### src/core/lcrc_pkg.sv
`default_nettype none
package lcrc_pkg;

  // ----------------------------------------------------------------
  // Clock rates and timing
  // ----------------------------------------------------------------
  localparam int unsigned REF_PERIOD_NS    = 25;
  localparam int unsigned INIT_TICK_NS     = 100;
  localparam int unsigned INIT_DIV_CYC     = (INIT_TICK_NS + REF_PERIOD_NS - 1) / REF_PERIOD_NS;
  localparam int unsigned SYNC_DIV_DEFAULT = 2;
  localparam int unsigned INT_WIDTH_NARROW = 32;
  localparam int unsigned EXT_WIDTH_BITS   = 64;

  // ----------------------------------------------------------------
  // Datapath byte widths
  // ----------------------------------------------------------------
  localparam logic [3:0] TX_PATH_BYTES    = 4'h8;
  localparam logic [3:0] RX_BYTES_NARROW  = 4'h4;
  localparam logic [3:0] RX_BYTES_WIDE    = 4'h8;

  // ----------------------------------------------------------------
  // Counts
  // ----------------------------------------------------------------
  localparam int unsigned CORE_RST_HOLD_USER = 128;
  localparam int unsigned LOCK_STABLE_TICKS  = 6;
  localparam int unsigned LANE_LOCK_GOOD     = 4;
  localparam int unsigned LANE_LOCK_BAD      = 2;

  // ----------------------------------------------------------------
  // Pin synchroniser bit positions
  // ----------------------------------------------------------------
  localparam int unsigned IN_CORE_RST = 0;
  localparam int unsigned IN_XCVR_RST = 1;
  localparam int unsigned IN_PWRDN    = 2;
  localparam int unsigned IN_UNLOCKED = 3;
  localparam int unsigned IN_XCVR_OK  = 4;
  localparam int unsigned IN_VALID    = 5;
  localparam int unsigned IN_BOND     = 6;
  localparam int unsigned IN_CCOMP    = 7;
  localparam int unsigned IN_NUM      = 8;

  typedef enum logic [1:0] {
    LCRC_RESET,
    LCRC_LANE_INIT,
    LCRC_BOND,
    LCRC_UP
  } lcrc_state_t;

endpackage
`default_nettype wire

### src/core/lcrc_clk_if.sv
`timescale 1ns/1ps
`default_nettype none
interface lcrc_clk_if;
  logic init_tick;
  logic clkgen_unlocked_s;
  logic clkgen_locked;

  modport ctl (
    output init_tick,
    output clkgen_unlocked_s,
    input  clkgen_locked
  );

  modport mon (
    input  init_tick,
    input  clkgen_unlocked_s,
    output clkgen_locked
  );
endinterface
`default_nettype wire

### src/core/lcrc_clkgen_mon.sv
`timescale 1ns/1ps
`default_nettype none
module lcrc_clkgen_mon (
  input  wire logic ref_clk_i,
  input  wire logic rst_b_i,
  lcrc_clk_if.mon   clk_if
);
  typedef struct packed {
    logic [3:0] cnt;
    logic       locked;
  } lcrc_mon_regs_t;

  lcrc_mon_regs_t r;
  lcrc_mon_regs_t next_r;

  // Sampled on the free-running init tick only, so a stalled transceiver clock cannot fake lock
  always_comb begin
    next_r = r;
    if (clk_if.init_tick) begin
      if (clk_if.clkgen_unlocked_s) begin
        next_r.cnt    = '0;
        next_r.locked = 1'b0;
      end else if (r.cnt == 4'(lcrc_pkg::LOCK_STABLE_TICKS - 1)) begin
        next_r.locked = 1'b1;
      end else begin
        next_r.cnt = r.cnt + 4'h1;
      end
    end
  end

  always_ff @(posedge ref_clk_i or negedge rst_b_i) begin
    if (!rst_b_i) begin
      r <= '0;
    end else begin
      r <= next_r;
    end
  end

  assign clk_if.clkgen_locked = r.locked;

  AST_CLKGEN_DROP: assert property (@(posedge ref_clk_i) disable iff (!rst_b_i)
    (clk_if.init_tick && clk_if.clkgen_unlocked_s) |=> !clk_if.clkgen_locked)
    else $error("clock generator lock kept after unlock sample");
endmodule
`default_nettype wire

### src/core/lcrc_sync.sv
`timescale 1ns/1ps
`default_nettype none
module lcrc_sync #(
  parameter int unsigned W = 1
) (
  input  wire logic         ref_clk_i,
  input  wire logic         rst_b_i,
  input  wire logic [W-1:0] d_i,
  output logic      [W-1:0] q_o
);
  typedef struct packed {
    logic [W-1:0] s1;
    logic [W-1:0] s2;
  } lcrc_sync_regs_t;

  lcrc_sync_regs_t r;
  lcrc_sync_regs_t next_r;

  // First stage feeds only the second stage
  always_comb begin
    next_r    = r;
    next_r.s1 = d_i;
    next_r.s2 = r.s1;
  end

  always_ff @(posedge ref_clk_i or negedge rst_b_i) begin
    if (!rst_b_i) begin
      r <= '0;
    end else begin
      r <= next_r;
    end
  end

  assign q_o = r.s2;
endmodule
`default_nettype wire

### src/core/lcrc_top.sv
`timescale 1ns/1ps
`default_nettype none
// Operation
// - Three phase-locked clock enables from one divider
// - User clock feeds fabric port, sync feeds first
// - Clock-generator lock sampled on init clock
// - Eight-byte transmit, four- or eight-byte receive
// - Clock ratios follow internal and external widths
// - Core reset aborts and restarts channel init
// - Lock dropped while partner sends no patterns
// - One core reset clears transmit and receive
// - Full transceiver reset also resets core
// - Bonding and compensation on recovered clock enable
// - Power-down resets core, transceiver stays powered
module lcrc_top #(
  parameter int unsigned INT_WIDTH = lcrc_pkg::INT_WIDTH_NARROW,
  parameter int unsigned SYNC_DIV  = lcrc_pkg::SYNC_DIV_DEFAULT
) (
  input  wire logic       ref_clk_i,
  input  wire logic       rst_b_i,
  input  wire logic       core_link_reset_i,
  input  wire logic       xcvr_full_reset_i,
  input  wire logic       power_down_i,
  input  wire logic       clkgen_unlocked_i,
  input  wire logic       xcvr_reset_done_i,
  input  wire logic       partner_pattern_valid_i,
  input  wire logic       lane_bonding_pattern_i,
  input  wire logic       clock_compensation_word_i,
  output logic            xcvr_tx_fabric_clock_en_o,
  output logic            xcvr_tx_user_clock_en_o,
  output logic            tx_out_clock_en_o,
  output logic            xcvr_reset_o,
  output logic            xcvr_powered_o,
  output logic            tx_reset_o,
  output logic            rx_reset_o,
  output logic            send_patterns_o,
  output logic            lane_lock_o,
  output logic            channel_up_o,
  output logic            init_restart_o,
  output logic            clock_compensation_seen_o,
  output logic [3:0]      tx_path_bytes_o,
  output logic [3:0]      rx_path_bytes_o
);
  // ----------------------------------------------------------------
  // Derived rates
  // ----------------------------------------------------------------
  localparam int unsigned RATIO       = lcrc_pkg::EXT_WIDTH_BITS / INT_WIDTH;
  localparam int          USER_PERIOD = int'(RATIO * SYNC_DIV);
  localparam logic [3:0]  RX_BYTES    = (INT_WIDTH == lcrc_pkg::INT_WIDTH_NARROW) ?
                                        lcrc_pkg::RX_BYTES_NARROW : lcrc_pkg::RX_BYTES_WIDE;

  typedef struct packed {
    lcrc_pkg::lcrc_state_t st;
    logic [7:0]            sync_cnt;
    logic [7:0]            phase;
    logic [7:0]            init_cnt;
    logic                  init_tick;
    logic [7:0]            hold_cnt;
    logic [2:0]            good_cnt;
    logic [1:0]            bad_cnt;
    logic                  user_en;
    logic                  sync_en;
    logic                  txout_en;
    logic                  xcvr_reset;
    logic                  xcvr_powered;
    logic                  tx_reset;
    logic                  rx_reset;
    logic                  send_patterns;
    logic                  lane_lock;
    logic                  channel_up;
    logic                  init_restart;
    logic                  cc_seen;
    logic [3:0]            tx_bytes;
    logic [3:0]            rx_bytes;
  } lcrc_regs_t;

  lcrc_regs_t r;
  lcrc_regs_t next_r;

  logic [lcrc_pkg::IN_NUM-1:0] pins;
  logic [lcrc_pkg::IN_NUM-1:0] pins_s;
  logic                        s_core_rst;
  logic                        s_pma;
  logic                        s_pwrdn;
  logic                        s_xcvr_ok;
  logic                        s_valid;
  logic                        s_bond;
  logic                        s_ccomp;
  logic                        any_rst;

  lcrc_clk_if clk_if ();

  // ----------------------------------------------------------------
  // Pin synchronisers
  // ----------------------------------------------------------------
  assign pins = {clock_compensation_word_i, lane_bonding_pattern_i, partner_pattern_valid_i,
                 xcvr_reset_done_i, clkgen_unlocked_i, power_down_i, xcvr_full_reset_i,
                 core_link_reset_i};

  lcrc_sync #(
    .W (lcrc_pkg::IN_NUM)
  ) u_sync (
    .ref_clk_i (ref_clk_i),
    .rst_b_i   (rst_b_i),
    .d_i       (pins),
    .q_o       (pins_s)
  );

  assign s_core_rst = pins_s[lcrc_pkg::IN_CORE_RST];
  assign s_pma      = pins_s[lcrc_pkg::IN_XCVR_RST];
  assign s_pwrdn    = pins_s[lcrc_pkg::IN_PWRDN];
  assign s_xcvr_ok  = pins_s[lcrc_pkg::IN_XCVR_OK];
  assign s_valid    = pins_s[lcrc_pkg::IN_VALID];
  assign s_bond     = pins_s[lcrc_pkg::IN_BOND];
  assign s_ccomp    = pins_s[lcrc_pkg::IN_CCOMP];

  // Active-high unlocked input, i.e. the inverted PLL lock
  assign clk_if.clkgen_unlocked_s = pins_s[lcrc_pkg::IN_UNLOCKED];
  assign clk_if.init_tick         = r.init_tick;

  lcrc_clkgen_mon u_mon (
    .ref_clk_i (ref_clk_i),
    .rst_b_i   (rst_b_i),
    .clk_if    (clk_if)
  );

  // Power-down and a lost clock generator reset the core like the core reset does
  assign any_rst = s_core_rst | s_pma | s_pwrdn | !clk_if.clkgen_locked;

  // ----------------------------------------------------------------
  // Next state
  // ----------------------------------------------------------------
  always_comb begin
    next_r              = r;
    next_r.init_restart = 1'b0;
    next_r.cc_seen      = 1'b0;

    // One divider makes every parallel rate, so the enables stay phase-locked
    if (r.sync_cnt == 8'(SYNC_DIV - 1)) begin
      next_r.sync_cnt = '0;
      next_r.phase    = (r.phase == 8'(RATIO - 1)) ? 8'h00 : r.phase + 8'h01;
    end else begin
      next_r.sync_cnt = r.sync_cnt + 8'h01;
    end
    next_r.sync_en  = (next_r.sync_cnt == 8'h00);
    next_r.txout_en = next_r.sync_en;
    next_r.user_en  = next_r.sync_en && (next_r.phase == 8'h00);

    // Free-running init tick, independent of any reset cause
    next_r.init_tick = (r.init_cnt == 8'(lcrc_pkg::INIT_DIV_CYC - 1));
    next_r.init_cnt  = next_r.init_tick ? 8'h00 : r.init_cnt + 8'h01;

    next_r.xcvr_reset   = s_pma;
    next_r.xcvr_powered = 1'b1;
    next_r.tx_bytes     = lcrc_pkg::TX_PATH_BYTES;
    next_r.rx_bytes     = RX_BYTES;

    // Lane lock follows the partner's patterns on the recovered-clock tick
    if (r.st == lcrc_pkg::LCRC_RESET) begin
      next_r.lane_lock = 1'b0;
      next_r.good_cnt  = '0;
      next_r.bad_cnt   = '0;
    end else if (r.sync_en) begin
      if (s_valid) begin
        next_r.bad_cnt = '0;
        if (r.good_cnt == 3'(lcrc_pkg::LANE_LOCK_GOOD - 1)) begin
          next_r.lane_lock = 1'b1;
        end else begin
          next_r.good_cnt = r.good_cnt + 3'h1;
        end
      end else begin
        next_r.good_cnt = '0;
        if (r.bad_cnt == 2'(lcrc_pkg::LANE_LOCK_BAD - 1)) begin
          next_r.lane_lock = 1'b0;
        end else begin
          next_r.bad_cnt = r.bad_cnt + 2'h1;
        end
      end
      next_r.cc_seen = s_ccomp;
    end

    if (any_rst) begin
      next_r.st        = lcrc_pkg::LCRC_RESET;
      next_r.hold_cnt  = 8'(lcrc_pkg::CORE_RST_HOLD_USER - 1);
      next_r.lane_lock = 1'b0;
    end else begin
      unique case (r.st)
        lcrc_pkg::LCRC_RESET: begin
          // Hold counts user ticks, so the user clock must already run
          if (r.user_en) begin
            if (r.hold_cnt != 8'h00) begin
              next_r.hold_cnt = r.hold_cnt - 8'h01;
            end else if (s_xcvr_ok) begin
              next_r.st           = lcrc_pkg::LCRC_LANE_INIT;
              next_r.init_restart = 1'b1;
            end
          end
        end
        lcrc_pkg::LCRC_LANE_INIT: begin
          if (r.lane_lock) begin
            next_r.st = lcrc_pkg::LCRC_BOND;
          end
        end
        lcrc_pkg::LCRC_BOND: begin
          if (!r.lane_lock) begin
            next_r.st = lcrc_pkg::LCRC_LANE_INIT;
          end else if (r.sync_en && s_bond) begin
            next_r.st = lcrc_pkg::LCRC_UP;
          end
        end
        lcrc_pkg::LCRC_UP: begin
          if (!r.lane_lock) begin
            next_r.st           = lcrc_pkg::LCRC_LANE_INIT;
            next_r.init_restart = 1'b1;
          end
        end
      endcase
    end

    // A single reset state clears both halves
    next_r.tx_reset      = (next_r.st == lcrc_pkg::LCRC_RESET);
    next_r.rx_reset      = (next_r.st == lcrc_pkg::LCRC_RESET);
    next_r.send_patterns = (next_r.st != lcrc_pkg::LCRC_RESET);
    next_r.channel_up    = (next_r.st == lcrc_pkg::LCRC_UP);
  end

  always_ff @(posedge ref_clk_i or negedge rst_b_i) begin
    if (!rst_b_i) begin
      r          <= '0;
      r.tx_reset <= 1'b1;
      r.rx_reset <= 1'b1;
    end else begin
      r <= next_r;
    end
  end

  // ----------------------------------------------------------------
  // Outputs
  // ----------------------------------------------------------------
  assign xcvr_tx_fabric_clock_en_o = r.user_en;
  assign xcvr_tx_user_clock_en_o   = r.sync_en;
  assign tx_out_clock_en_o         = r.txout_en;
  assign xcvr_reset_o              = r.xcvr_reset;
  assign xcvr_powered_o            = r.xcvr_powered;
  assign tx_reset_o                = r.tx_reset;
  assign rx_reset_o                = r.rx_reset;
  assign send_patterns_o           = r.send_patterns;
  assign lane_lock_o               = r.lane_lock;
  assign channel_up_o              = r.channel_up;
  assign init_restart_o            = r.init_restart;
  assign clock_compensation_seen_o = r.cc_seen;
  assign tx_path_bytes_o           = r.tx_bytes;
  assign rx_path_bytes_o           = r.rx_bytes;

  // ----------------------------------------------------------------
  // Assertions
  // ----------------------------------------------------------------
  AST_USER_PHASE: assert property (@(posedge ref_clk_i) disable iff (!rst_b_i)
    r.user_en |-> (r.sync_en && r.txout_en))
    else $error("user enable not aligned to sync enable");

  AST_USER_PERIOD: assert property (@(posedge ref_clk_i) disable iff (!rst_b_i)
    r.user_en |-> ##USER_PERIOD r.user_en)
    else $error("user enable period wrong");

  AST_WIDTHS: assert property (@(posedge ref_clk_i) disable iff (!rst_b_i)
    $rose(r.sync_en) |-> (r.tx_bytes == lcrc_pkg::TX_PATH_BYTES && r.rx_bytes == RX_BYTES))
    else $error("datapath byte widths wrong");

  AST_CORE_RESET: assert property (@(posedge ref_clk_i) disable iff (!rst_b_i)
    s_core_rst |=> (r.st == lcrc_pkg::LCRC_RESET && !r.channel_up && !r.send_patterns))
    else $error("core reset did not abort operation");

  AST_BOTH_HALVES: assert property (@(posedge ref_clk_i) disable iff (!rst_b_i)
    s_core_rst |=> (r.tx_reset && r.rx_reset))
    else $error("core reset missed one half");

  AST_FULL_RESET: assert property (@(posedge ref_clk_i) disable iff (!rst_b_i)
    s_pma |=> (r.xcvr_reset && r.tx_reset))
    else $error("full reset did not reset core");

  AST_POWER_DOWN: assert property (@(posedge ref_clk_i) disable iff (!rst_b_i)
    (s_pwrdn && !s_pma) |=> (r.tx_reset && r.xcvr_powered && !r.xcvr_reset))
    else $error("power-down touched the transceiver");

  AST_LOCK_DROP: assert property (@(posedge ref_clk_i) disable iff (!rst_b_i)
    (r.sync_en && !s_valid && r.bad_cnt == 2'(lcrc_pkg::LANE_LOCK_BAD - 1)) |=> !r.lane_lock)
    else $error("lock kept without partner patterns");

  AST_RESTART: assert property (@(posedge ref_clk_i) disable iff (!rst_b_i)
    (r.st == lcrc_pkg::LCRC_UP && !r.lane_lock && !any_rst) |=>
      (r.init_restart && r.st == lcrc_pkg::LCRC_LANE_INIT))
    else $error("lock loss did not restart init");

  AST_BOND_TICK: assert property (@(posedge ref_clk_i) disable iff (!rst_b_i)
    (r.st == lcrc_pkg::LCRC_BOND && !any_rst && !(r.sync_en && s_bond) && r.lane_lock) |=>
      (r.st == lcrc_pkg::LCRC_BOND))
    else $error("bonding left without recovered-clock pattern");

  AST_HOLD: assert property (@(posedge ref_clk_i) disable iff (!rst_b_i)
    (r.st == lcrc_pkg::LCRC_RESET && r.hold_cnt != 8'h00) |=> (r.st == lcrc_pkg::LCRC_RESET))
    else $error("reset released before hold ended");
endmodule
`default_nettype wire

### config.mk
export PLATFORM = sky130hd
export DESIGN_NAME = lcrc_top
export DESIGN_NICKNAME = d
export VERILOG_FILES = /design/src/core/lcrc_pkg.sv /design/src/core/lcrc_clk_if.sv /design/src/core/lcrc_clkgen_mon.sv /design/src/core/lcrc_sync.sv /design/src/core/lcrc_top.sv
export SDC_FILE = /design/constraint.sdc
export NUM_CORES = 1
export LEC_CHECK = 0
export BUFFER_PORTS_ARGS = -buffer_cell sky130_fd_sc_hd__buf_2
export CAP_MARGIN = 10
export CORE_ASPECT_RATIO = 1.25
export CORE_MARGIN = 4
export CORE_UTILIZATION = 45
export CTS_CLUSTER_SIZE = 30
export DETAILED_ROUTE_END_ITERATION = 12
export PLACE_DENSITY_LB_ADDON = 0.1
export SLEW_MARGIN = 5
export SYNTH_ARGS = -nofsm -noshare
export SYNTH_HDL_FRONTEND = slang
export SYNTH_SLANG_ARGS = --single-unit
### constraint.sdc
create_clock -name ref_clk_i -period 3.7 [get_ports ref_clk_i]
set_input_delay 0.74 -clock ref_clk_i [delete_from_list [all_inputs] [get_ports ref_clk_i]]
set_output_delay 0.74 -clock ref_clk_i [all_outputs]
set_load 0.01 [all_outputs]
# After elaboration in Yosys (flattened, before gate mapping)
# Index checks and enable logic that the tools add are counted.
# word_totals
out_inout_bits,20
register_bits,71
wordCells,107
input_bits,10
# op_classes
eq_ne,14
bitwise,3
mux,39
add_sub_neg,7
reduce_logical,22
# ops
operator,count
$mux W8,8
$add A8 B1 Y8 const B,3
$mux W5,4
$mux W2,9
$eq A8 B1 Y1 const B,2
$logic_not A8 Y1,2
$mux W1,14
$reduce_bool A2 Y1,6
$eq A8 B2 Y1 const B,1
$pmux W2 S4,1
$reduce_and A2 Y1,4
$reduce_bool A8 Y1,1
$sub A8 B1 Y8 const B,1
$eq A2 B2 Y1 const B,3
$reduce_and A3 Y1,2
$add A4 B1 Y4 const B,1
$eq A2 B1 Y1 const B,2
$eq A4 B3 Y1 const B,1
$logic_not A2 Y1,2
$mux W4,1
$ne A4 B4 Y1 const B,1
$reduce_bool A4 Y1,1
$add A3 B1 Y3 const B,1
$eq A3 B2 Y1 const B,1
10 further kinds,13

# Longest topological paths before layout
# Gate-level depths: netlist of run 1.
# depth
depth_word,6
depth_mapped,8
mapped_depth_nobuf,7

# Modules after synthesis
# A second synthesis of run 1 with hierarchy kept.
# unflattened
hier_cells,306
area_unflattened_um2,3318.2
# by_module_without_submodules
module,cells_each,n_inst,seq_area_each_um2,area_each_um2
lcrc_top,260,1,1252.5,2598.7
lcrc_sync,16,1,400.4,400.4
lcrc_clkgen_mon,30,1,125.1,319.1

# Worst setup path after synthesis of run 1
# Ideal clock, no wire load.
# synth_timing
kind,register to register
from,register r[58] (netlist name)
to,register r[30] (netlist name)
period_less_slack_ns,1.848
t_arrival_ns,1.702
stages_incl_launch_ff,9
setup_time_ns,0.145
t_required_ns,3.555
path_slack_ns,1.852
path_cell_list,dfrtp_1 > inv_1 > ha_1 > clkbuf_1 > nand2_1 > a211o_1 > nor3_1 > xnor2_1 > nand2_1
# synth_between
elab_chain_len,3
# synth_rtl
item,line,text
start: declaration,lcrc_top.sv:77,lcrc_regs_t r;
start signal: assignment,lcrc_top.sv:233,r <= next_r;
$logic_not A2 Y1,lcrc_top.sv:187,unique case (r.st)
$reduce_bool A2 Y1 (no source line),-,
$reduce_and A3 Y1 (no source line),-,
# No other way between the ends.
# A chain may end at the register's enable or synchronous reset.

# Worst setup path in the final report of run 1
# layout_timing
from,register r[58] (netlist name)
to,register r[31] (netlist name)
# The elaborated chain is that of the path after synthesis.

==> results.sh, run 1 <==
export IMPL_areaGrowthSynthToFinish_pct=11.6
export IMPL_p_sw_share_pct=22.5
export IMPL_dieArea_sq_mm=0.00877
export IMPL_grt_overflow=0
export IMPL_start_util_pct=46.7
export IMPL_firstDrtPassIters=4
export IMPL_grtUsageTotal_pct=14.0
export IMPL_cp_required_ns=3.88
export IMPL_crit_slowest_cell="ha_1"
export IMPL_postSynthAreaPerCell_sq_um=10.8
export IMPL_io_pins=30
export IMPL_std_cell_rows=34
export IMPL_cts_resized=0
export IMPL_first_iter_violations=127
export IMPL_final_hold_violation_count=0
export IMPL_p_leak_uw=0.00165
export IMPL_r2r_cells=7
export IMPL_setup_tns_ns=0
export IMPL_cts_tree="yes"
export IMPL_crit_family="adder cells"
export IMPL_start_kind="flip-flop"
export IMPL_critPathMostFrequentCell="nand2_1"
export IMPL_p_comb_share_pct=5.2
export IMPL_p_sw_uw=359
export IMPL_fin_crit_sh_pct=54.6
export IMPL_post_route_min_period_ns=2.02
export IMPL_cts_reportedPaths_clkPinSlew_ns=0.08
export IMPL_wirelength_um=5620
export IMPL_ys_warn_count=0
export IMPL_place_congestion=0.821
export IMPL_max_cap_violations=0
export IMPL_fmax_mhz=495
export IMPL_setup_violations=0
export IMPL_nets=357
export IMPL_arrival_ns=2.20
export IMPL_whs_ns=0.350
export IMPL_layout_drive_gt1_share_pct=15.8
export IMPL_num_vias=2217
export IMPL_clk_latency_ns=0.33
export IMPL_regArea_sq_mm=0.00178
export IMPL_numCtsBuffers=9
export IMPL_cp_depth=7
export IMPL_netlist_instances=305
export IMPL_cts_buffer_depth=2
export IMPL_hold_depth=0
export IMPL_drc=0
export IMPL_hold_class="flip-flop to flip-flop"
export IMPL_grt_max_degree=34
export IMPL_clock_sinks=71
export IMPL_p_seq_share_pct=52.1
export IMPL_critPathKind="flip-flop to flip-flop"
export IMPL_fillers=651
export IMPL_antenna_found_initial=0
export IMPL_clkPwrFrac_pct=42.7
export IMPL_drv_slew=0
export IMPL_dieHeight_um=104
export IMPL_run_status="complete, no violations"
export IMPL_rsz0062_at_grt="no"
export IMPL_yosysSeqAreaShare_pct=53.9
export IMPL_io_buffers=23
export IMPL_r2r_slack_ns=1.68
export IMPL_path_cells="inv_1, ha_1, nand2_1, a21oi_1, nand3_1, xor2_1, nand2_1"
export IMPL_critPathBufInv=1
export IMPL_ys_ff_latch=71
export IMPL_clockRootBuffer="clkbuf_8"
export IMPL_ys_types=55
export IMPL_end_kind="flip-flop"
export IMPL_ctsHoldBuffers=0
export IMPL_mappedNetlistArea_sq_mm=0.00330
export IMPL_diodes=0
export IMPL_power_density_mw_per_mm2=435
export IMPL_slew_headroom_pct=49.3
export IMPL_worstMarginPinSlew_ns=0.759
export IMPL_die_x_um=84.5
export IMPL_via_per_inst=5.20
export IMPL_multi_input_area_sq_mm=0.00137
export IMPL_grt_pass1_wl_um=10000
export IMPL_max_stage_delay_ns=0.43
export IMPL_h_tree_depth=3
export IMPL_postCtsSetupRepairBufs=0
export IMPL_coreArea_sq_mm=0.00706
export IMPL_fin_skew_ns=0.00662
export IMPL_power_internal_uw=1240
export IMPL_antenna_left=0
export IMPL_hpwlAfterDp_um=3970
export IMPL_first_global_vias=2105
export IMPL_post_drt_wl_per_cell_um=13.2
export IMPL_worst_path_max_fanout=11
export IMPL_ir_drop_mv=0.186
==> layout make-up <==
| class | instances | area share, % |
|---|---|---|
| sequential | 71 | 48.3 |
| tap | 90 | 3.06 |
| multi-input combinational | 206 | 37.2 |
| timing repair buffer | 25 | 3.54 |
| inverter | 18 | 1.84 |
| clock buffer | 11 | 3.84 |
| clock inverter | 5 | 2.21 |
==> cells by family (layout without fill, tap and decap cells) <==
group	Yosys count	in the layout	share of synthesized area (%)
AOI/OAI and AO/OA	47	47	9.19
adders and majority gates	16	16	6.07
other	2	7	0.228
xor gates and xnor gates	24	24	6.38
buffers and inverters	33	59	5.16
and+or+nand+nor	112	112	19.0
DFF	71	71	53.9
==> routing by layer <==
| metal | routed length, um | up-vias | track usage, % |
|---|---|---|---|
| met3 | 213 | 9 | 2.46 |
| li1 | - | 1088 | - |
| met4 | 102 | 0 | 6.79 |
| met1 | 2660 | 1078 | 19.1 |
| met2 | 2640 | 42 | 21.6 |
| met5 | 0 | - | 0 |
==> worst reg2reg max path, cell delays in order (launching register included) <==
cell and delay (ns):
dfrtp_1 0.42, inv_1 0.12, ha_1 0.43, nand2_1 0.13, a21oi_1 0.39, nand3_1 0.15, xor2_1 0.16, nand2_1 0.07
==> registers in the layout (all words and copies together), names as in the netlist <==
register / flops
xcvr_tx_fabric_clock_en_o: 1
clock_compensation_seen_o: 1
u_mon.r: 4
xcvr_reset_o: 1
tx_out_clock_en_o: 1
channel_up_o: 1
rx_reset_o: 1
u_mon.clk_if.clkgen_locked: 1
init_restart_o: 1
r: 39
tx_path_bytes_o: 1
send_patterns_o: 1
u_sync.next_r: 8
clk_if.init_tick: 1
lane_lock_o: 1
u_sync.q_o: 8
==> power groups by stage <==
stage / sequential, uW / clock, uW / combinational, uW
floorplan: 841 / 0 / 58.8
CTS: 833 / 708 / 85.8
detailed placement: 848 / 0 / 86.3
global placement: 847 / 0 / 83.0
finish: 832 / 683 / 83.0
global route: 837 / 740 / 97.5
==> metrics by stage <==
step           cells  cell area [sq um]  utilization (%)  power (uW)  setup slack (ns)
3_3_place_gp     410               3450             48.9         930              1.75
2_1_floorplan    310               3310                -         900              1.85
6_report         426               3680             52.1        1600              1.68
5_1_grt          426               3680             52.1        1670              1.43
3_5_place_dp     410               3450             48.9         934              1.71
4_1_cts          426               3680             52.1        1630              1.67
==> synthesized netlist by cell type, drive strengths merged <==
library cell / instances / area [sq um]
dfrtp: 70 / 1750
o31ai: 2 / 20.0
and3: 6 / 37.5
a311oi: 1 / 15.0
conb: 2 / 7.51
a2111oi: 1 / 8.76
or4: 2 / 15.0
nand4: 4 / 31.3
nor4: 4 / 31.3
nand4b: 1 / 8.76
o31a: 1 / 8.76
a21boi: 1 / 7.51
nor3b: 1 / 7.51
a211o: 1 / 8.76
o2bb2ai: 1 / 8.76
or2: 2 / 12.5
and4: 1 / 8.76
xnor2: 16 / 140
xor2: 8 / 70.1
o21ai: 10 / 50.0
and2: 3 / 20.0
o211ai: 1 / 7.51
ha: 16 / 200
a32oi: 1 / 8.76
nor2b: 2 / 12.5
nor2: 25 / 93.8
a2bb2oi: 1 / 8.76
nand2b: 1 / 6.26
a31oi: 3 / 18.8
a21o: 1 / 7.51
inv: 18 / 67.6
or4b: 3 / 30.0
buf: 12 / 91.3
nand3b: 4 / 30.0
a22oi: 3 / 22.5
or3: 5 / 31.3
nor3: 3 / 26.3
o22ai: 5 / 31.3
clkbuf: 3 / 11.3
a21oi: 14 / 70.1
dfstp: 1 / 26.3
nor4b: 3 / 47.5
nand3: 15 / 75.1
nand2: 27 / 101
==> worst paths after layout <==
check,from,end
max in group asynchronous,rst_b_i,u_sync.q_o[0]
worst max-delay path,r[58],r[31]
worst min-delay path,u_sync.next_r[7],u_sync.q_o[7]
worst min register to register,u_sync.next_r[7],u_sync.q_o[7]
min in group asynchronous,rst_b_i,r[22]
worst max register to register,r[58],r[31]
==> cell usage in the layout, fill, tap and decap left out, types with 3 or more instances in the layout <==
cell	netlist	final
nor2_1	25	25
nand3_1	15	15
xor2_1	8	8
and3_1	6	6
nand2_1	27	27
a21oi_1	14	14
nand4_1	3	3
o22ai_1	5	5
clkbuf_8	0	10
buf_2	1	23
a22oi_1	3	3
ha_1	16	16
dfrtp_1	70	70
o21ai_0	9	9
conb_1	2	7
nand3b_1	4	4
a31oi_1	3	3
nor4_1	3	3
inv_1	18	18
or3_1	5	5
xnor2_1	16	16
Note: power is estimated with default switching activity, not from simulation.
==> run 2: changes to the inputs <==
- ABC_AREA: default -> 1
- clock period: 3.7 -> 1.7 ns (I/O delays scaled with it)
==> results.sh, run 2 <==
export IMPL_rr_startpoint="r[58]"
export IMPL_nets=449
export IMPL_synth_common_cells="nand2_1 (88), dfrtp_1 (70), inv_1 (56)"
export IMPL_clockRootBuffer="clkbuf_8"
export IMPL_wirelength_um=5760
export IMPL_power_internal_uw=2640
export IMPL_antenna_found_initial=0
export IMPL_r2r_slack_ns=0.07
export IMPL_clock_sinks=71
export IMPL_synth_area_top_cells="dfrtp_1 (51%), nand2_1 (9.7%), inv_1 (6.2%)"
export IMPL_ctsHoldBuffers=0
export IMPL_netlist_instances=389
export IMPL_num_vias=2459
export IMPL_run_status="complete, no violations"
export IMPL_post_drt_wl_per_cell_um=11.1
export IMPL_layout_drive_gt1_share_pct=17.8
export IMPL_fin_crit_sh_pct=95.9
export IMPL_multi_input_area_sq_mm=0.00135
export IMPL_yosysSeqAreaShare_pct=52.1
export IMPL_p_leak_uw=0.00200
export IMPL_fmax_mhz=613
export IMPL_mostFrequentLayoutCells="nand2_1 (86), dfrtp_1 (69), inv_1 (54), nor2_1 (36), nand3_1 (33)"
export IMPL_dieArea_sq_mm=0.00905
export IMPL_ys_warn_count=0
export IMPL_fillers=667
export IMPL_clkPwrFrac_pct=45.7
export IMPL_critPathKind="flip-flop to flip-flop"
export IMPL_grt_pass1_wl_um=10100
export IMPL_end_kind="flip-flop"
export IMPL_p_comb_share_pct=2.3
export IMPL_grtUsageTotal_pct=13.8
export IMPL_crit_end="r[23]"
export IMPL_whs_ns=0.00143
export IMPL_fin_skew_ns=0.00932
export IMPL_start_util_pct=46.1
export IMPL_clk_latency_ns=0.34
export IMPL_cp_required_ns=1.93
export IMPL_first_global_vias=2304
export IMPL_cts_buffer_depth=2
export IMPL_power_density_mw_per_mm2=859
export IMPL_path_cells="inv_1, ha_1, buf_4, nor2_1, inv_1, a32o_1"
export IMPL_cts_tree="yes"
export IMPL_die_x_um=85.9
export IMPL_post_route_min_period_ns=1.63
export IMPL_synthFlopType="dfrtp_1"
export IMPL_areaGrowthSynthToFinish_pct=13.8
export IMPL_arrival_ns=1.86
export IMPL_yosys_area_top_type="dfrtp_1"
export IMPL_start_kind="flip-flop"
export IMPL_critPathMostFrequentCell="inv_1"
export IMPL_r2r_cells=6
export IMPL_p_seq_share_pct=51.9
export IMPL_postSynthAreaPerCell_sq_um=8.78
export IMPL_largest_register_ffs=39
export IMPL_diodes=0
export IMPL_synth_most_common_cell="nand2_1"
export IMPL_max_stage_delay_ns=0.41
export IMPL_postSynth_asyncResetShare_pct=100
export IMPL_worstReg2RegEnd="r[23]"
export IMPL_final_hold_violation_count=0
export IMPL_via_per_inst=4.73
export IMPL_cts_reportedPaths_clkPinSlew_ns=0.08
export IMPL_p_sw_uw=693
export IMPL_max_cap_violations=0
export IMPL_coreArea_sq_mm=0.00740
export IMPL_io_pins=30
export IMPL_drv_slew=0
export IMPL_hpwlAfterDp_um=4120
export IMPL_crit_slowest_cell="dfrtp_1"
export IMPL_setup_violations=0
export IMPL_crit_start="r[58]"
export IMPL_firstDrtPassIters=6
export IMPL_top_register="r"
export IMPL_mostFrequentLayoutCell="nand2_1"
export IMPL_synth_edff_count=0
export IMPL_mappedNetlistArea_sq_mm=0.00341
export IMPL_h_tree_depth=3
export IMPL_ir_drop_mv=0.472
export IMPL_grt_overflow=0
export IMPL_worst_path_max_fanout=9
export IMPL_p_sw_share_pct=20.8
export IMPL_regArea_sq_mm=0.00178
export IMPL_numCtsBuffers=9
export IMPL_io_buffers=23
export IMPL_ys_ff_latch=71
export IMPL_drc=0
export IMPL_ys_types=37
export IMPL_post_synth_top_area_fraction_pct=51.3
export IMPL_first_iter_violations=99
export IMPL_grt_max_degree=72
export IMPL_std_cell_rows=35
export IMPL_setup_tns_ns=0
export IMPL_hold_class="input port to asynchronous set/reset pin"
export IMPL_place_congestion=0.787
export IMPL_antenna_left=0
export IMPL_dieHeight_um=105
-- run 2: what timing repair did --
item	CTS	global route
resized for setup	0	10
buffers inserted	0	2
endpoints found under the setup margin	0	14
-- run 2: layout make-up --
| cell class | count | share of cell area (%) |
|---|---|---|
| flip-flops and latches | 71 | 45.8 |
| multi-input cells | 251 | 34.7 |
| inverters | 58 | 5.60 |
| repair buffers | 32 | 5.02 |
| clock buffers | 11 | 3.90 |
| well taps | 92 | 2.96 |
| clock inverters | 5 | 2.06 |
-- run 2: metrics by stage --
stage	utilization [%]	std cells	instance area, sq um	power [uW]	worst slack, ns
after floorplan	-	394	3430	1800	0.242
after global placement	48.9	502	3620	1850	0.0921
after detailed placement	48.9	502	3620	1850	0.0602
after CTS	52.0	518	3850	3400	0.0336
after global routing	52.5	520	3890	3480	-0.0236
final	52.5	520	3890	3340	0.0694
-- run 2: logic make-up (layout without fill, tap and decap cells) --
group,after synthesis,in the layout,share of synthesized area (%)
AOI/OAI and AO/OA,34,34,5.57
xor gates and xnor gates,8,8,2.05
adders and majority gates,16,16,5.86
buffers and inverters,72,106,9.60
DFF,71,71,52.1
muxes,1,1,0.293
other,2,7,0.220
and+or+nand+nor,185,185,24.3
-- run 2: power by group through the flow --
stage / clock, uW / sequential, uW / combinational [uW]
after floorplan: 0 / 1760 / 35.7
after global placement: 0 / 1770 / 80.0
after detailed placement: 0 / 1770 / 81.0
after CTS: 1580 / 1730 / 81.1
after global routing: 1650 / 1740 / 92.6
final: 1530 / 1730 / 77.7
-- run 2: worst min path at each step --
stage          cells after the start       endpoint  slack, ns              from
6_report                           2          r[21]      0.001           rst_b_i
5_1_grt                            2          r[21]       0.03           rst_b_i
4_1_cts                            2          r[21]       0.01           rst_b_i
3_5_place_dp                       0  u_sync.q_o[0]       0.34  u_sync.next_r[0]
3_3_place_gp                       0  u_sync.q_o[4]       0.33  u_sync.next_r[4]
2_1_floorplan                      0   channel_up_o       0.04           rst_b_i
-- run 2: layer usage --
layer	vias to the layer above	track usage (%)	wire (um)
met3	9	3.44	189
met4	0	6.45	114
met2	29	21.3	2730
li1	1272	-	-
met5	-	0	0
met1	1149	18.1	2720
-- run 2: critical path, delay by kind of cell, from the launching register on --
| kind | cells | cell delay (ns) |
|---|---|---|
| DFF | 1 | 0.41 |
| AOI/OAI and AO/OA | 1 | 0.27 |
| and+or+nand+nor | 1 | 0.23 |
| adders and majority gates | 1 | 0.23 |
| buffers and inverters | 3 | 0.38 |
==> run 3: changes to the inputs <==
- SETUP_SLACK_MARGIN: default -> 0.5
==> results.sh, run 3 (synthesis gave the netlist of run 2 again) <==
export IMPL_run_status="complete, no violations"
export IMPL_r2r_slack_ns=0.20
export IMPL_setup_violations=0
export IMPL_nets=482
export IMPL_critPathMostFrequentCell="nand2_1"
export IMPL_place_area_sq_mm=0.00363
export IMPL_regArea_sq_mm=0.00178
export IMPL_fin_skew_ns=0.00558
export IMPL_r2r_cells=8
export IMPL_final_setup_worst_slack_ns=0.203
export IMPL_place_congestion=0.799
export IMPL_mostFrequentLayoutCells="nand2_1 (65), dfrtp_1 (65), inv_1 (45), buf_4 (31), nor2_1 (25)"
export IMPL_post_route_min_period_ns=1.50
export IMPL_p_leak_uw=0.00224
export IMPL_clock_sinks=71
export IMPL_finalInstanceArea_sq_mm=0.00454
export IMPL_whs_ns=0.00682
export IMPL_io_pins=30
export IMPL_clockRootBuffer="clkbuf_8"
export IMPL_start_kind="flip-flop"
export IMPL_worst_path_max_fanout=7
export IMPL_grt_overflow=0
export IMPL_die_x_um=85.9
export IMPL_numCtsBuffers=9
export IMPL_dieHeight_um=105
export IMPL_num_vias=2670
export IMPL_antenna_left=0
export IMPL_start_util_pct=46.1
export IMPL_path_cells="inv_2, ha_4, nand2_2, or2_4, nor2_4, nand2_1, nand2_1, nand3_1"
export IMPL_worstReg2RegEnd="r[30]"
export IMPL_critPathKind="flip-flop to flip-flop"
export IMPL_rsz0062_at_grt="yes"
export IMPL_crit_slowest_cell="dfrtp_1"
export IMPL_utilization_pct=61.3
export IMPL_coreArea_sq_mm=0.00740
export IMPL_setup_tns_ns=0
export IMPL_first_iter_violations=77
export IMPL_max_cap_violations=0
export IMPL_arrival_ns=1.72
export IMPL_first_global_vias=2816
export IMPL_cts_tree="yes"
export IMPL_hpwlAfterDp_um=4330
export IMPL_drc=0
export IMPL_via_per_inst=4.83
export IMPL_post_drt_wl_per_cell_um=12.6
export IMPL_final_hold_violation_count=0
export IMPL_rr_startpoint="r[58]"
export IMPL_drv_slew=0
export IMPL_diodes=0
export IMPL_ir_drop_mv=0.364
export IMPL_cts_reportedPaths_clkPinSlew_ns=0.07
export IMPL_fillers=646
export IMPL_areaGrowthSynthToFinish_pct=32.9
export IMPL_clk_latency_ns=0.34
export IMPL_end_kind="flip-flop"
export IMPL_fmax_mhz=668
export IMPL_firstDrtPassIters=4
export IMPL_cts_buffer_depth=2
export IMPL_wirelength_um=6940
export IMPL_place_ws_ns=0.00759
export IMPL_grt_pass1_wl_um=11800
export IMPL_cp_required_ns=1.92
export IMPL_h_tree_depth=3
export IMPL_power_density_mw_per_mm2=674
export IMPL_antenna_found_initial=0
export IMPL_max_stage_delay_ns=0.41
export IMPL_fin_crit_sh_pct=88.0
export IMPL_layout_drive_gt1_share_pct=41.6
export IMPL_io_buffers=23
export IMPL_grtUsageTotal_pct=16.4
export IMPL_top_register="r"
export IMPL_multi_input_area_sq_mm=0.00171
export IMPL_dieArea_sq_mm=0.00905
export IMPL_largest_register_ffs=39
export IMPL_std_cell_rows=35
export IMPL_grt_max_degree=72
export IMPL_hold_class="input port to asynchronous set/reset pin"
[run 3: where the power goes]
part           internal (uW)  leakage (uW)  switching [uW]  total, uW
Sequential              1720      0.000893            15.1       1730
Combinational           34.3       0.00125            62.0       96.4
Clock                    609     0.0000934             622       1230
Total                   2360       0.00224             700       3060
[run 3: metal layers]
layer	track usage (%)	share of wire, %
met4	7.58	1.7
met1	17.7	40
met3	3.60	2.6
met5	0	0
met2	29.7	56
[run 3: final cells by class]
| cell class | instances | share of cell area, % |
|---|---|---|
| clock buffers | 13 | 3.50 |
| well taps | 92 | 2.54 |
| clock inverters | 3 | 0.414 |
| repair buffers | 65 | 11.7 |
| inverters | 58 | 4.96 |
| multi-input cells | 251 | 37.6 |
| flip-flops and latches | 71 | 39.3 |
[run 3: what timing repair did]
item | CTS | global route
setup endpoints to repair | 52 | 57
buffers inserted | 31 | 5
gates resized for setup | 76 | 59
pin swaps | 35 | 33
hold buffers | 0 | 0
[run 3: critical path, delay by kind of cell, from the launching register on]
| family | cells | cell delay [ns] |
|---|---|---|
| adders and majority gates | 1 | 0.16 |
| and+or+nand+nor | 6 | 0.66 |
| buffers and inverters | 1 | 0.13 |
| DFF | 1 | 0.41 |
[run 3: worst max path at each step]
stage,start,to,slack [ns],depth (start not counted)
floorplan,r[58],r[30],0.31,9
global placement,r[50],xcvr_tx_fabric_clock_en_o,0.02,9
detailed placement,r[50],xcvr_tx_fabric_clock_en_o,0.008,9
CTS,r[50],xcvr_tx_fabric_clock_en_o,0.18,11
global route,r[51],tx_out_clock_en_o,0.12,12
finish,r[58],r[30],0.20,8
[run 3: stage by stage]
step | total power [uW] | instances
after global placement | 1850 | 501
after global routing | 3200 | 553
after floorplan | 1800 | 394
after detailed placement | 1850 | 501
after CTS | 3090 | 548
final | 3060 | 553
